==> src/pkg/sfplc_regs.vh <==
// Constants of the transceiver laser control and status block.
// Assumes it is included by bare name from the design files.
`ifndef SFPLC_REGS_VH
`define SFPLC_REGS_VH

// Two-wire device address of the diagnostic space (0xa2 as 8-bit form)
`define SFPLC_DEV_ADDR 7'h51
`define SFPLC_ADDR_W 8

// Status/control byte offset in the diagnostic space
`define SFPLC_REG_STATUS 8'h6e

// Field positions in the status/control byte
`define SFPLC_BIT_DIS_STATE 7
`define SFPLC_BIT_SOFT_DIS 6
`define SFPLC_BIT_FAULT 2
`define SFPLC_BIT_LOS 1

// Reset values and the read value of unmapped bytes
`define SFPLC_SOFT_DIS_RST 1'h0
`define SFPLC_PTR_RST 8'h00
`define SFPLC_UNMAPPED_BYTE 8'h00

// Bit counter figures of one serial byte
`define SFPLC_BITS_PER_BYTE 4'h8
`define SFPLC_BITCNT_ZERO 4'h0
`define SFPLC_BITCNT_ONE 4'h1

`endif

==> src/verilog/sfplc_edge.v <==
// Registered sampler with rise and fall pulses for one input line.
// Assumes the input is synchronous to i_clk.
module sfplc_edge (
   input wire i_clk,
   input wire i_rst_n,
   input wire i_line,
   output reg o_level,
   output wire o_rise,
   output wire o_fall
);

   // Previous level; reset high matches an idle pulled-up line
   always @(posedge i_clk) begin
      if (!i_rst_n) begin
         o_level <= 1'b1;
      end else begin
         o_level <= i_line;
      end
   end

   // Edges compare the live sample against last cycle
   assign o_rise = i_line & ~o_level;
   assign o_fall = ~i_line & o_level;

endmodule // sfplc_edge

==> src/verilog/sfplc_fault_ctl.v <==
// Transmitter disable combination and latched fault logic.
// Assumes fault detector inputs are synchronous levels from the laser driver.
module sfplc_fault_ctl (
   input wire i_clk,
   input wire i_rst_n,
   input wire i_laser_off_request,
   input wire i_soft_disable,
   input wire i_laser_fault_det,
   input wire i_eye_safety_trip,
   input wire i_supply_low,
   output reg o_laser_fault_flag,
   output reg o_laser_on,
   output reg o_tx_reset
);

   reg off_req_d;
   reg fault_latched;
   wire toggle;
   wire laser_fault;
   wire next_flag;

   // Assertion of the request pin is the recovery toggle
   assign toggle = i_laser_off_request & ~off_req_d;
   assign laser_fault = i_laser_fault_det | i_eye_safety_trip;
   // Low supply joins unlatched so the flag follows it; a clean toggle
   // drops the latched part in the same cycle the latch clears
   assign next_flag = (fault_latched & ~(toggle & ~laser_fault))
      | laser_fault | i_supply_low;

   // Latch: a fault in the toggle cycle wins over the clear
   always @(posedge i_clk) begin
      if (!i_rst_n) begin
         off_req_d <= 1'b0;
         fault_latched <= 1'b0;
      end else begin
         off_req_d <= i_laser_off_request;
         if (laser_fault) begin
            fault_latched <= 1'b1;
         end else if (toggle) begin
            fault_latched <= 1'b0;
         end
      end
   end

   // Outputs; laser held off after reset until the first clean cycle
   always @(posedge i_clk) begin
      if (!i_rst_n) begin
         o_laser_fault_flag <= 1'b0;
         o_laser_on <= 1'b0;
         o_tx_reset <= 1'b0;
      end else begin
         o_laser_fault_flag <= next_flag;
         o_laser_on <= ~(i_laser_off_request | i_soft_disable
            | next_flag);
         o_tx_reset <= toggle;
      end
   end

endmodule // sfplc_fault_ctl

==> src/verilog/sfplc_top.v <==
// Laser control and status block of a pluggable optical transceiver,
// with the two-wire slave that reaches the diagnostic byte space.
// Assumes all pins are synchronous to i_clk and the two-wire clock is far
// slower than i_clk; open-drain wires are resolved outside.
`include "sfplc_regs.vh"

module sfplc_top (
   input wire i_clk,
   input wire i_rst_n,
   input wire i_laser_off_request,
   input wire i_laser_fault_det,
   input wire i_eye_safety_trip,
   input wire i_supply_low,
   input wire i_rx_power_low,
   input wire i_scl,
   input wire i_sda,
   output reg o_sda_o,
   output reg o_sda_oe_n,
   output wire o_laser_fault_flag,
   output wire o_laser_on,
   output wire o_tx_reset,
   output reg o_optical_signal_lost
);

   // Slave protocol states
   localparam ST_IDLE = 4'h0;
   localparam ST_ADDR = 4'h1;
   localparam ST_ADDR_ACK = 4'h2;
   localparam ST_PTR = 4'h3;
   localparam ST_PTR_ACK = 4'h4;
   localparam ST_WDATA = 4'h5;
   localparam ST_WDATA_ACK = 4'h6;
   localparam ST_RDATA = 4'h7;
   localparam ST_RACK = 4'h8;

   reg [3:0] state;
   reg [3:0] bitcnt;
   reg [7:0] shreg;
   reg [`SFPLC_ADDR_W-1:0] ptr;
   reg rw;
   reg master_ack;
   reg soft_disable;

   wire scl_level;
   wire scl_rise;
   wire scl_fall;
   wire sda_level;
   wire sda_rise;
   wire sda_fall;
   wire start_cond;
   wire stop_cond;
   wire byte_done;
   wire addr_match;
   wire [7:0] status_byte;
   wire [7:0] rd_byte;

   // Line samplers for the two-wire clock and data
   sfplc_edge u_scl (
      .i_clk(i_clk),
      .i_rst_n(i_rst_n),
      .i_line(i_scl),
      .o_level(scl_level),
      .o_rise(scl_rise),
      .o_fall(scl_fall)
   );

   sfplc_edge u_sda (
      .i_clk(i_clk),
      .i_rst_n(i_rst_n),
      .i_line(i_sda),
      .o_level(sda_level),
      .o_rise(sda_rise),
      .o_fall(sda_fall)
   );

   // Fault latch, disable combination and transmitter reset
   sfplc_fault_ctl u_fault (
      .i_clk(i_clk),
      .i_rst_n(i_rst_n),
      .i_laser_off_request(i_laser_off_request),
      .i_soft_disable(soft_disable),
      .i_laser_fault_det(i_laser_fault_det),
      .i_eye_safety_trip(i_eye_safety_trip),
      .i_supply_low(i_supply_low),
      .o_laser_fault_flag(o_laser_fault_flag),
      .o_laser_on(o_laser_on),
      .o_tx_reset(o_tx_reset)
   );

   // Data moving while the clock stays high marks start and stop
   assign start_cond = sda_fall & scl_level & i_scl;
   assign stop_cond = sda_rise & scl_level & i_scl;
   assign byte_done = (bitcnt == `SFPLC_BITS_PER_BYTE);
   assign addr_match = (shreg[7:1] == `SFPLC_DEV_ADDR);

   // Status byte built from live levels so each read sees the present state
   assign status_byte = {
      i_laser_off_request,
      soft_disable,
      3'h0,
      o_laser_fault_flag,
      o_optical_signal_lost,
      1'h0
   };

   // Byte space read decode; bytes outside this block read as zero
   function [7:0] sfplc_read_byte;
      input [`SFPLC_ADDR_W-1:0] addr;
      input [7:0] status;
      begin
         if (addr == `SFPLC_REG_STATUS) begin
            sfplc_read_byte = status;
         end else begin
            sfplc_read_byte = `SFPLC_UNMAPPED_BYTE;
         end
      end
   endfunction

   assign rd_byte = sfplc_read_byte(ptr, status_byte);

   // Receiver loss of signal is passed through one flop
   always @(posedge i_clk) begin
      if (!i_rst_n) begin
         o_optical_signal_lost <= 1'b0;
      end else begin
         o_optical_signal_lost <= i_rx_power_low;
      end
   end

   // Two-wire slave: bits are sampled on clock rise, driven on clock fall.
   // Start and stop take priority so a confused master can always resync.
   always @(posedge i_clk) begin
      if (!i_rst_n) begin
         state <= ST_IDLE;
         bitcnt <= `SFPLC_BITCNT_ZERO;
         shreg <= 8'h00;
         ptr <= `SFPLC_PTR_RST;
         rw <= 1'b0;
         master_ack <= 1'b0;
         soft_disable <= `SFPLC_SOFT_DIS_RST;
         o_sda_o <= 1'b0;
         o_sda_oe_n <= 1'b1;
      end else begin
         o_sda_o <= 1'b0; // Open drain only ever pulls low
         if (start_cond) begin
            state <= ST_ADDR;
            bitcnt <= `SFPLC_BITCNT_ZERO;
            o_sda_oe_n <= 1'b1;
         end else if (stop_cond) begin
            state <= ST_IDLE;
            o_sda_oe_n <= 1'b1;
         end else if (scl_rise) begin
            // Sampling edge
            case (state)
               ST_ADDR, ST_PTR, ST_WDATA: begin
                  shreg <= {shreg[6:0], i_sda};
                  bitcnt <= bitcnt + `SFPLC_BITCNT_ONE;
               end
               ST_RDATA: begin
                  shreg <= {shreg[6:0], 1'b0};
                  bitcnt <= bitcnt + `SFPLC_BITCNT_ONE;
               end
               ST_RACK: begin
                  master_ack <= ~i_sda;
               end
               default: begin
                  bitcnt <= bitcnt;
               end
            endcase
         end else if (scl_fall) begin
            // Driving edge
            case (state)
               ST_ADDR: begin
                  if (byte_done) begin
                     if (addr_match) begin
                        rw <= shreg[0];
                        o_sda_oe_n <= 1'b0;
                        state <= ST_ADDR_ACK;
                     end else begin
                        state <= ST_IDLE; // Other devices share the wire
                     end
                  end
               end
               ST_ADDR_ACK: begin
                  bitcnt <= `SFPLC_BITCNT_ZERO;
                  if (rw) begin
                     shreg <= rd_byte;
                     o_sda_oe_n <= rd_byte[7];
                     ptr <= ptr + 8'h01;
                     state <= ST_RDATA;
                  end else begin
                     o_sda_oe_n <= 1'b1;
                     state <= ST_PTR;
                  end
               end
               ST_PTR: begin
                  if (byte_done) begin
                     ptr <= shreg;
                     o_sda_oe_n <= 1'b0;
                     state <= ST_PTR_ACK;
                  end
               end
               ST_PTR_ACK, ST_WDATA_ACK: begin
                  bitcnt <= `SFPLC_BITCNT_ZERO;
                  o_sda_oe_n <= 1'b1;
                  state <= ST_WDATA;
               end
               ST_WDATA: begin
                  if (byte_done) begin
                     // Only the software disable bit is writable
                     if (ptr == `SFPLC_REG_STATUS) begin
                        soft_disable <= shreg[`SFPLC_BIT_SOFT_DIS];
                     end
                     ptr <= ptr + 8'h01; // Wraps at the end of the space
                     o_sda_oe_n <= 1'b0;
                     state <= ST_WDATA_ACK;
                  end
               end
               ST_RDATA: begin
                  if (byte_done) begin
                     o_sda_oe_n <= 1'b1; // Let the master answer
                     state <= ST_RACK;
                  end else begin
                     o_sda_oe_n <= shreg[7];
                  end
               end
               ST_RACK: begin
                  bitcnt <= `SFPLC_BITCNT_ZERO;
                  if (master_ack) begin
                     shreg <= rd_byte;
                     o_sda_oe_n <= rd_byte[7];
                     ptr <= ptr + 8'h01;
                     state <= ST_RDATA;
                  end else begin
                     o_sda_oe_n <= 1'b1;
                     state <= ST_IDLE;
                  end
               end
               default: begin
                  o_sda_oe_n <= 1'b1;
               end
            endcase
         end
      end
   end

endmodule // sfplc_top
==> config.mk <==
export PLATFORM = sky130hd
export DESIGN_NAME = sfplc_top
export DESIGN_NICKNAME = d
export VERILOG_FILES = /design/src/verilog/sfplc_edge.v /design/src/verilog/sfplc_fault_ctl.v /design/src/verilog/sfplc_top.v
export VERILOG_INCLUDE_DIRS = /design/src /design/src/pkg
export SDC_FILE = /design/constraint.sdc
export NUM_CORES = 1
export LEC_CHECK = 0
export ABC_CLOCK_PERIOD_IN_PS = 3700
export BUFFER_PORTS_ARGS = -buffer_cell sky130_fd_sc_hd__buf_2
export CAP_MARGIN = 5
export CORE_MARGIN = 5
export CORE_UTILIZATION = 30
export CTS_BUF_LIST = sky130_fd_sc_hd__clkbuf_4
export CTS_CLUSTER_DIAMETER = 150
export DETAILED_ROUTE_END_ITERATION = 12
export GPL_ROUTABILITY_DRIVEN = 0
export GPL_TIMING_DRIVEN = 1
export SLEW_MARGIN = 0
export SYNTH_ARGS = -nofsm -noshare
export SYNTH_HDL_FRONTEND = slang
export SYNTH_SLANG_ARGS = --single-unit
==> constraint.sdc <==
create_clock -name i_clk -period 3.7 [get_ports i_clk]
set_input_delay 0.185 -clock i_clk [delete_from_list [all_inputs] [get_ports i_clk]]
set_output_delay 0.185 -clock i_clk [all_outputs]
set_load 0.05 [all_outputs]
== Word-level counts from Yosys, hierarchy flattened ==
Cells that the tools add are included.
Storage, ports and cells
  register bits after elaboration: 36
  bits of input ports: 9
  output and inout port bits: 6
  logic and storage cells: 136
Operators by class
  add/sub/neg operators: 2
  equality and inequality tests: 28
  mux-type cells: 37
  bitwise operators: 28
  reduce and logical (&&, ||, !) cells: 24
Operator list (number)
  8-bit 2-to-1 mux: 9
  7-bit AND reduction: 5
  4-bit 2-to-1 mux: 8
  8-bit one-hot mux with 2 select lines: 2
  8-bit one-hot mux with 4 select lines: 1
  4-bit one-hot mux with 7 select lines: 1
  4-bit by 3-bit == test with 1-bit output (second input constant): 4
  2-bit inequality test (second input constant): 8
  4-bit inequality test (second input constant): 4
  1-bit 2-to-1 mux: 12
  1-bit NOT: 12
  1-bit AND: 11
  9-bit AND reduction: 1
  9-bit nonzero test: 1
  8-bit by 1-bit adder with 8-bit output (second input constant): 1
  4-bit by 2-bit == test with 1-bit output (second input constant): 2
  4-bit == test (second input constant): 2
  8-bit by 7-bit == test with 1-bit output (second input constant): 1
  4-bit AND reduction: 2
  4-bit OR reduction: 2
  7-bit == test (second input constant): 1
  7-bit nonzero test: 1
  3-bit 2-to-1 mux: 2
  3-bit by 1-bit inequality test with 1-bit output (second input constant): 2
  13 further kinds: 24

== Logic depth before layout (Yosys ltp) ==
Gate-level depths: netlist (run 1).
  depth after elaboration: 9
  mapped depth: 9

== Modules after synthesis ==
From an unflattened synthesis (run 1), not the netlist that was laid out.
Second synthesis, totals
  cell total of the unflattened synthesis: 265
  area, all modules: 2167.1 sq um
Modules (own cells, without submodules)
  sfplc_top: instances 1, cells an instance 243, area each 1904.3 sq um
  sfplc_fault_ctl: instances 1, cells an instance 14, area each 185.2 sq um
  sfplc_edge: instances 2, cells an instance 4, area each 38.8 sq um

== Worst setup path after synthesis (run 1) ==
Ideal clock, no wire load.
  kind: flip-flop to flip-flop
  start point: reg u_scl.o_level
  end point: reg ptr[0]
  library setup time: 74 ps
  arrival time: 2050 ps
  required time: 3626 ps
  path slack: 1576 ps
  cell stages (with the launch flop): 9
  cells stage by stage: dfxtp_1 -> inv_1 -> ha_1 -> clkbuf_1 -> nand2b_1 -> or3_1 -> buf_2 -> or4_1 -> a31oi_1
Between the ends
  cells in the longest elaborated chain, start to end: 4
  elaborated cells on any way between the ends: 11
  those cells by class: bitwise: 10; reduce/logical: 1
Ends and longest elaborated chain
  from (decl): line sfplc_edge.v:7  | output reg o_level,
  from (signal assigned): line sfplc_edge.v:17  | o_level <= i_line;
  1-bit AND (tied with other cells): line sfplc_top.v:91  | assign start_cond = sda_fall & scl_level & i_scl;
  1-bit AND (on tied branches): line sfplc_top.v:91, sfplc_top.v:92, sfplc_edge.v:22
  1-bit NOT (no line)
  9-bit AND reduction (no line) *
  to (signal assigned): line sfplc_top.v:137  | ptr <= `SFPLC_PTR_RST;
  to (signal assigned): line sfplc_top.v:189  | ptr <= ptr + 8'h01;
  to (signal assigned): line sfplc_top.v:198  | ptr <= shreg;
  to (decl): line sfplc_top.v:39  | reg [`SFPLC_ADDR_W-1:0] ptr;
Mark *: on every way between the ends. The rest lies on a longest branch, timed or not.
A chain may end at the register's enable or synchronous reset.

== Worst setup path after layout (run 1) ==
Same ends and word-level chain as after synthesis.

==> results of run 1 <==
## flip-flops by register name, indices dropped and copies added, names as in the netlist, 4 cells and up
signal	flops
ptr	8
shreg	8
state	4
bitcnt	4
## critical path, stage by stage, from the launching register on
cell and delay [ps]:
dfxtp_1 450, inv_1 80, ha_1 390, nand2b_1 280, or3_1 470, or4_1 540
a31oi_1 160
## through the flow
| step | worst slack [ps] | std cells | total power (W) |
|---|---|---|---|
| floorplan | 1580 | 270 | 0.000451 |
| global placement | 1370 | 364 | 0.000466 |
| detailed placement | 1280 | 364 | 0.000466 |
| CTS | 1270 | 373 | 0.000761 |
| global route | 1080 | 374 | 0.000788 |
| finish | 1270 | 374 | 0.000750 |
## logic make-up after synthesis
family | count (synthesis)
buf+inv | 29
mux | 7
other cells | 1
fa+ha+maj | 7
flops | 36
compound gates | 65
xor+xnor | 5
simple gates | 120
## power by group through the flow
| stage | logic [W] | clock network [W] | registers, W |
|---|---|---|---|
| after floorplan | 0.0000396 | 0 | 0.000412 |
| after global placement | 0.0000600 | 0 | 0.000406 |
| after detailed placement | 0.0000600 | 0 | 0.000406 |
| after CTS | 0.0000611 | 0.000303 | 0.000397 |
| after global routing | 0.0000691 | 0.000320 | 0.000398 |
| final | 0.0000617 | 0.000291 | 0.000397 |
## cells in the final DEF, fill, tap and decap left out, types with 3 or more instances in the layout
cell,Yosys,final
and3_1,3,3
nor3b_1,7,7
a221oi_1,3,3
nand2_1,18,18
buf_2,3,13
xnor2_1,3,3
nand3_1,5,5
or2_2,6,6
nor2b_1,7,7
nor2_1,31,31
a211oi_1,3,3
and3b_1,3,3
o31ai_1,7,7
ha_1,7,7
nand3b_1,4,4
o21a_1,3,3
a21oi_1,13,13
o21ai_0,11,11
mux2i_1,5,5
or3_1,5,5
a31oi_1,6,6
inv_1,11,11
nand4_1,3,3
and2_1,4,4
clkbuf_4,0,5
nand2b_1,4,4
nor3_1,13,13
dfxtp_1,36,36
## synthesized netlist by cell type (4+ instances only)
library cell,instances
nor2_1,31
ha_1,7
o31ai_1,7
inv_1,11
nand3_1,5
clkbuf_1,11
dfxtp_1,36
nand2b_1,4
o21ai_0,11
a21oi_1,13
nor3_1,13
mux2i_1,5
a31oi_1,6
nor2b_1,7
nor3b_1,7
or2_2,6
or3_1,5
and2_1,4
nand2_1,18
nand3b_1,4
## path summary, 6_finish.rpt
kind | from | to | depth (start not counted)
worst max-delay path | u_scl.o_level$_SDFF_PN1_ | ptr[0]$_SDFFE_PN0P_ | 6
worst min-delay path | i_supply_low | u_fault.o_laser_fault_flag$_SDFF_PN0_ | 3
worst max register to register | u_scl.o_level$_SDFF_PN1_ | ptr[0]$_SDFFE_PN0P_ | 6
worst min register to register | u_fault.off_req_d$_SDFF_PN0_ | u_fault.o_tx_reset$_SDFF_PN0_ | 1
## per-layer routing
layer | GRT usage [%] | share of wire (%) | wire length, um | up-vias
li1 | - | - | - | 982
met2 | 19.1 | 44 | 2250 | 55
met1 | 17.2 | 49 | 2500 | 906
met4 | 4.09 | 1.1 | 59 | 0
met3 | 3.03 | 6.3 | 321 | 6
met5 | 0 | 0 | 0 | -
## final cells by class
| type | count | share of cell area [%] |
|---|---|---|
| Sequential cell | 36 | 30.5 |
| Clock buffer | 5 | 1.59 |
| Inverter | 11 | 1.75 |
| Tap cell | 99 | 5.24 |
| Multi-Input combinational cell | 205 | 55.4 |
| Timing Repair Buffer | 15 | 3.60 |
| Clock inverter | 3 | 1.96 |
## repair_timing
action,in CTS,in global routing
buffers inserted,0,0
hold endpoints to repair,1,1
hold buffers,1,1
==> metrics.log, run 1 <==
[metrics] pin count of the biggest net entering global routing: 24
[metrics] number of global-route vias before repair: 1841
[metrics] DIE WIDTH: 95.0 um
[metrics] clock latency reported for the late side of the worst-skew pair: 350 ps
[metrics] r2r setup slk: 1270 ps
[metrics] number of port buffers: 13
[metrics] area used by sequential logic in the layout: 721 um2
[metrics] cell accounting for the most synthesized area: dfxtp_1
[metrics] count of flip-flops with a built-in enable after synthesis: 0
[metrics] fraction of the yosys area taken by sequential cells: 33.3%
[metrics] share of final-layout standard cells stronger than drive strength 1: 12.0%
[metrics] placeable core area: 7140 um2
[metrics] Residual DRC: 0
[metrics] half-perimeter wire length of the detailed placement result: 3.71 mm
[metrics] Seq pwr share: 53.0%
[metrics] number of antenna violations at the first check in global routing: 0
[metrics] master cell of the clock root buffer: clkbuf_4
[metrics] unique cell type count in the Yosys netlist: 53
[metrics] aggregate negative setup slack: 0 ps
[metrics] first-pass iteration count of the detailed router: 4
[metrics] part of the total power dissipated in combinational logic: 8.2%
[metrics] top-area cell type share of the netlist area: 33.3%
[metrics] layout overhead on the synthesized area: 9.19%
[metrics] global-route congestion overflow total: 0
[metrics] class of the most critical hold timing path: primary input to register
[metrics] synthesis-stage register bit count: 36
[metrics] element type at the critical path end: register
[metrics] effective utilization at floorplan: 30.3%
[metrics] WS Path Type: register to register
[metrics] Routed Antenna Nets: 0
[metrics] switching power total: 0.000193 W
[metrics] Critical Path RT: 3990 ps
[metrics] number of placement rows: 31
[metrics] wire length reported by the detailed router: 5.13 mm
[metrics] Die H: 95.0 um
[metrics] final setup skew: 12.3 ps
[metrics] biggest area contributors in the synthesized netlist: dfxtp_1 33%, nor2_1 5.4%, ha_1 4.0%
[metrics] crit path max fanout: 18
[metrics] Antenna diodes: 0
[metrics] Slew Limit Fails: 0
[metrics] final period demand of the worst path: 2430 ps
[metrics] fraction of synthesis flops using an asynchronous set or reset pin: 0%
[metrics] count of yosys warnings during synthesis: 0
[metrics] final clock period utilization by the worst path: 65.7%
[metrics] worst slack on hold paths: 41.2 ps
[metrics] Post-CTS Resized: 0
[metrics] count of endpoints failing hold in the final timing report: 0
[metrics] switching part of the total power: 25.7%
[metrics] number of nets produced by synthesis: 286
[metrics] vias per std cell: 5.21
[metrics] placed standard-cell area: 2260 um2
[metrics] RSZ-0062 raised after global routing: false
[metrics] post-synthesis instance total: 270
[metrics] Critical Path AT: 2720 ps
[metrics] Non-Filler Cell Area, Final: 2360 um2
[metrics] fraction of the mapped netlist area in simple logic gates: 29.6%
[metrics] routed length per placed instance: 13.7 um
[metrics] max-cap violations: 0
[metrics] transition time at the pin with the least slew margin: 753 ps
[metrics] mean post-synth cell area: 8.02 um2
[metrics] Post-Route Utilization: 33.1%
[metrics] number of buffers created by CTS: 5
[metrics] internal power: 0.000557 W
[metrics] part of the total power dissipated in the clock network: 38.8%
[metrics] clock transition at the registers of the reported paths: 130 ps
[metrics] total routing resource utilization after global routing: 12.5%
[metrics] kind of start point of the critical path: register
[metrics] total of endpoints with negative setup slack in the final report: 0
[metrics] result of the run: completed
[metrics] Sink Count: 36
[metrics] Multi-input gate area: 1310 um2
[metrics] VDD IR-drop max: 0.202 mV
[metrics] filler cell count in the final layout: 788
[metrics] relative max-transition margin: 49.8%
[metrics] maximum buffer depth of the clock tree: 2
[metrics] via count: 1949
[metrics] combined area of all synthesized cells: 2170 um2
[metrics] largest family of logic cells by synthesized area: simple AND/OR/NAND/NOR gates
[metrics] complex-gate fraction of the synthesized area: 20.9%
[metrics] H-Tree Depth: 2
[metrics] Max Clk Rate: 411 MHz
[metrics] XOR/XNOR share of the synthesized area: 2.37%
[metrics] CTS tree: yes
[metrics] wire length of the first global-routing pass: 8.91 mm
[metrics] Pwr Density: 317 nW/um2
[metrics] Ports: 15
[metrics] static leakage power: 0.824 nW
[metrics] Die Outline Area: 9020 um2
[metrics] number of DRC violations after detailed-routing iteration 0: 242
[metrics] Final #Nets: 290
[metrics] Synth Area in Adders: 4.04%
[metrics] predominant post-synthesis flop cell: dfxtp_1
[metrics] share of synthesized area spent on multiplexers: 3.35%
No activity file was read; power rests on OpenSTA's default activity.
==> inputs of run 2 (changes only) <==
- ABC_CLOCK_PERIOD_IN_PS: 3700 -> 2400
- clock period: 3.7 -> 2.4 ns (I/O delays scaled with it)
==> metrics.log, run 2 (same netlist as run 1, synthesis figures left out) <==
[metrics] Setup Slack @ Placement: 233 ps
[metrics] effective utilization at floorplan: 30.3%
[metrics] wire length of the first global-routing pass: 8.94 mm
[metrics] Ports: 15
[metrics] number of port buffers: 13
[metrics] Pwr Density: 476 nW/um2
[metrics] kind of start point of the critical path: register
[metrics] number of placement rows: 31
[metrics] WS Path Type: register to register
[metrics] H-Tree Depth: 2
[metrics] vias per std cell: 5.15
[metrics] stage delay of the slowest cell on the critical path: 610 ps
[metrics] aggregate negative setup slack: 0 ps
[metrics] worst-path cell chain: nand2b_1 -> nor3_1 -> or3_1 -> or4_1 -> a31oi_1
[metrics] commonest non-fill, non-tap cells in the layout: 36 x dfxtp_1, 31 x nor2_1, 18 x nand2_1
[metrics] placed standard-cell area: 2310 um2
[metrics] result of the run: completed
[metrics] Residual DRC: 0
[metrics] Die H: 95.0 um
[metrics] share of final-layout standard cells stronger than drive strength 1: 13.7%
[metrics] CTS tree: yes
[metrics] Non-Filler Cell Area, Final: 2440 um2
[metrics] global-route congestion overflow total: 0
[metrics] Max Clk Rate: 456 MHz
[metrics] number of buffers created by CTS: 5
[metrics] relative max-transition margin: 63.4%
[metrics] number of setup buffers added after CTS: 0
[metrics] final period demand of the worst path: 2190 ps
[metrics] Routed Antenna Nets: 0
[metrics] final setup skew: 8.00 ps
[metrics] placeable core area: 7140 um2
[metrics] maximum buffer depth of the clock tree: 2
[metrics] total of endpoints with negative setup slack in the final report: 0
[metrics] max-cap violations: 0
[metrics] via count: 1973
[metrics] transition time at the pin with the least slew margin: 544 ps
[metrics] pin count of the biggest net entering global routing: 22
[metrics] kind of cell adding the most delay to the critical path: simple AND/OR/NAND/NOR gates
[metrics] Worst Path Buf+Inv: 0
[metrics] most frequent standard cell in the layout excluding fill and tap cells: dfxtp_1
[metrics] DIE WIDTH: 95.0 um
[metrics] half-perimeter wire length of the detailed placement result: 3.87 mm
[metrics] RSZ-0062 raised after global routing: false
[metrics] Critical Path AT: 2470 ps
[metrics] Largest regs: ptr x8, shreg x8
[metrics] filler cell count in the final layout: 760
[metrics] Die Outline Area: 9020 um2
[metrics] number of antenna violations at the first check in global routing: 0
[metrics] clock latency reported for the late side of the worst-skew pair: 350 ps
[metrics] Antenna diodes: 0
[metrics] layout overhead on the synthesized area: 12.7%
[metrics] setup ws final: 208 ps
[metrics] total routing resource utilization after global routing: 12.5%
[metrics] Slew Limit Fails: 0
[metrics] wire length reported by the detailed router: 5.21 mm
[metrics] Sink Count: 36
[metrics] slowest cell on the critical path: dfxtp_1
[metrics] VDD IR-drop max: 0.330 mV
[metrics] crit path max fanout: 16
[metrics] Post-CTS Resized: 0
[metrics] count of endpoints failing hold in the final timing report: 0
[metrics] Final #Nets: 299
[metrics] element type at the critical path end: register
[metrics] first-pass iteration count of the detailed router: 4
[metrics] class of the most critical hold timing path: primary input to register
[metrics] routed length per placed instance: 13.6 um
[metrics] clock transition at the registers of the reported paths: 120 ps
[metrics] static leakage power: 0.870 nW
[metrics] number of global-route vias before repair: 1832
[metrics] number of DRC violations after detailed-routing iteration 0: 258
[metrics] final clock period utilization by the worst path: 91.3%
[metrics] master cell of the clock root buffer: clkbuf_4
[metrics] Critical Path RT: 2680 ps
[run 2: cell count changes in the layout (fill, tap and decap cells not counted), sizes merged]
cell and change:
buf +6, dlygate4sd3 +3
[run 2: report_power, final]
| part | switching [W] | internal, W |
|---|---|---|
| Combinational | 0.0000670 | 0.0000377 |
| Clock | 0.000222 | 0.000222 |
| Sequential | 0.00000701 | 0.000605 |
| Total | 0.000296 | 0.000865 |
[run 2: cell type report]
class                           count  area (um2)  area share [%]
Timing Repair Buffer               24         160            6.56
Clock buffer                        5        37.5            1.54
Clock inverter                      3        46.3            1.90
Multi-Input combinational cell    205        1310            53.7
Sequential cell                    36         721            29.5
Tap cell                           99         124            5.08
Inverter                           11        41.3            1.69
[run 2: worst register-to-register path, stage by stage (launching register included)]
cell,delay (ps)
dfxtp_1,610
nand2b_1,240
nor3_1,90
or3_1,490
or4_1,540
a31oi_1,180
[run 2: path summary, 6_finish.rpt]
path / startpoint / end / slack, ps / cells past startpoint
setup / recovery: state[3]$_SDFFE_PP0P_ / ptr[0]$_SDFFE_PN0P_ / 210 / 5
setup reg to reg: state[3]$_SDFFE_PP0P_ / ptr[0]$_SDFFE_PN0P_ / 210 / 5
hold / removal: i_rst_n / u_scl.o_level$_SDFF_PN1_ / 80 / 2
hold reg to reg: u_fault.off_req_d$_SDFF_PN0_ / u_fault.o_tx_reset$_SDFF_PN0_ / 440 / 1
[run 2: stage by stage]
stage | util, % | std cells | power [W] | hold WS, ps
floorplan | - | 270 | 0.000695 | 199
global placement | 32.3 | 370 | 0.000723 | 307
detailed placement | 32.3 | 370 | 0.000724 | 307
CTS | 34.2 | 383 | 0.00118 | 66.7
global route | 34.2 | 383 | 0.00121 | 69.4
finish | 34.2 | 383 | 0.00116 | 84.8
[run 2: timing repair]
action | 4_1_cts | 5_1_grt
hold buffers | 5 | 0
endpoints found under the setup margin | 0 | 0
hold endpoints to repair | 4 | 0
[run 2: routing by layer]
layer	vias to the layer above	global-route usage, %	wire (um)	share of wire, %
met2	72	19.0	2290	44
li1	1001	-	-	-
met4	0	4.69	110	2.1
met1	891	17.5	2520	48
met3	9	2.15	290	5.6
met5	-	0	0	0
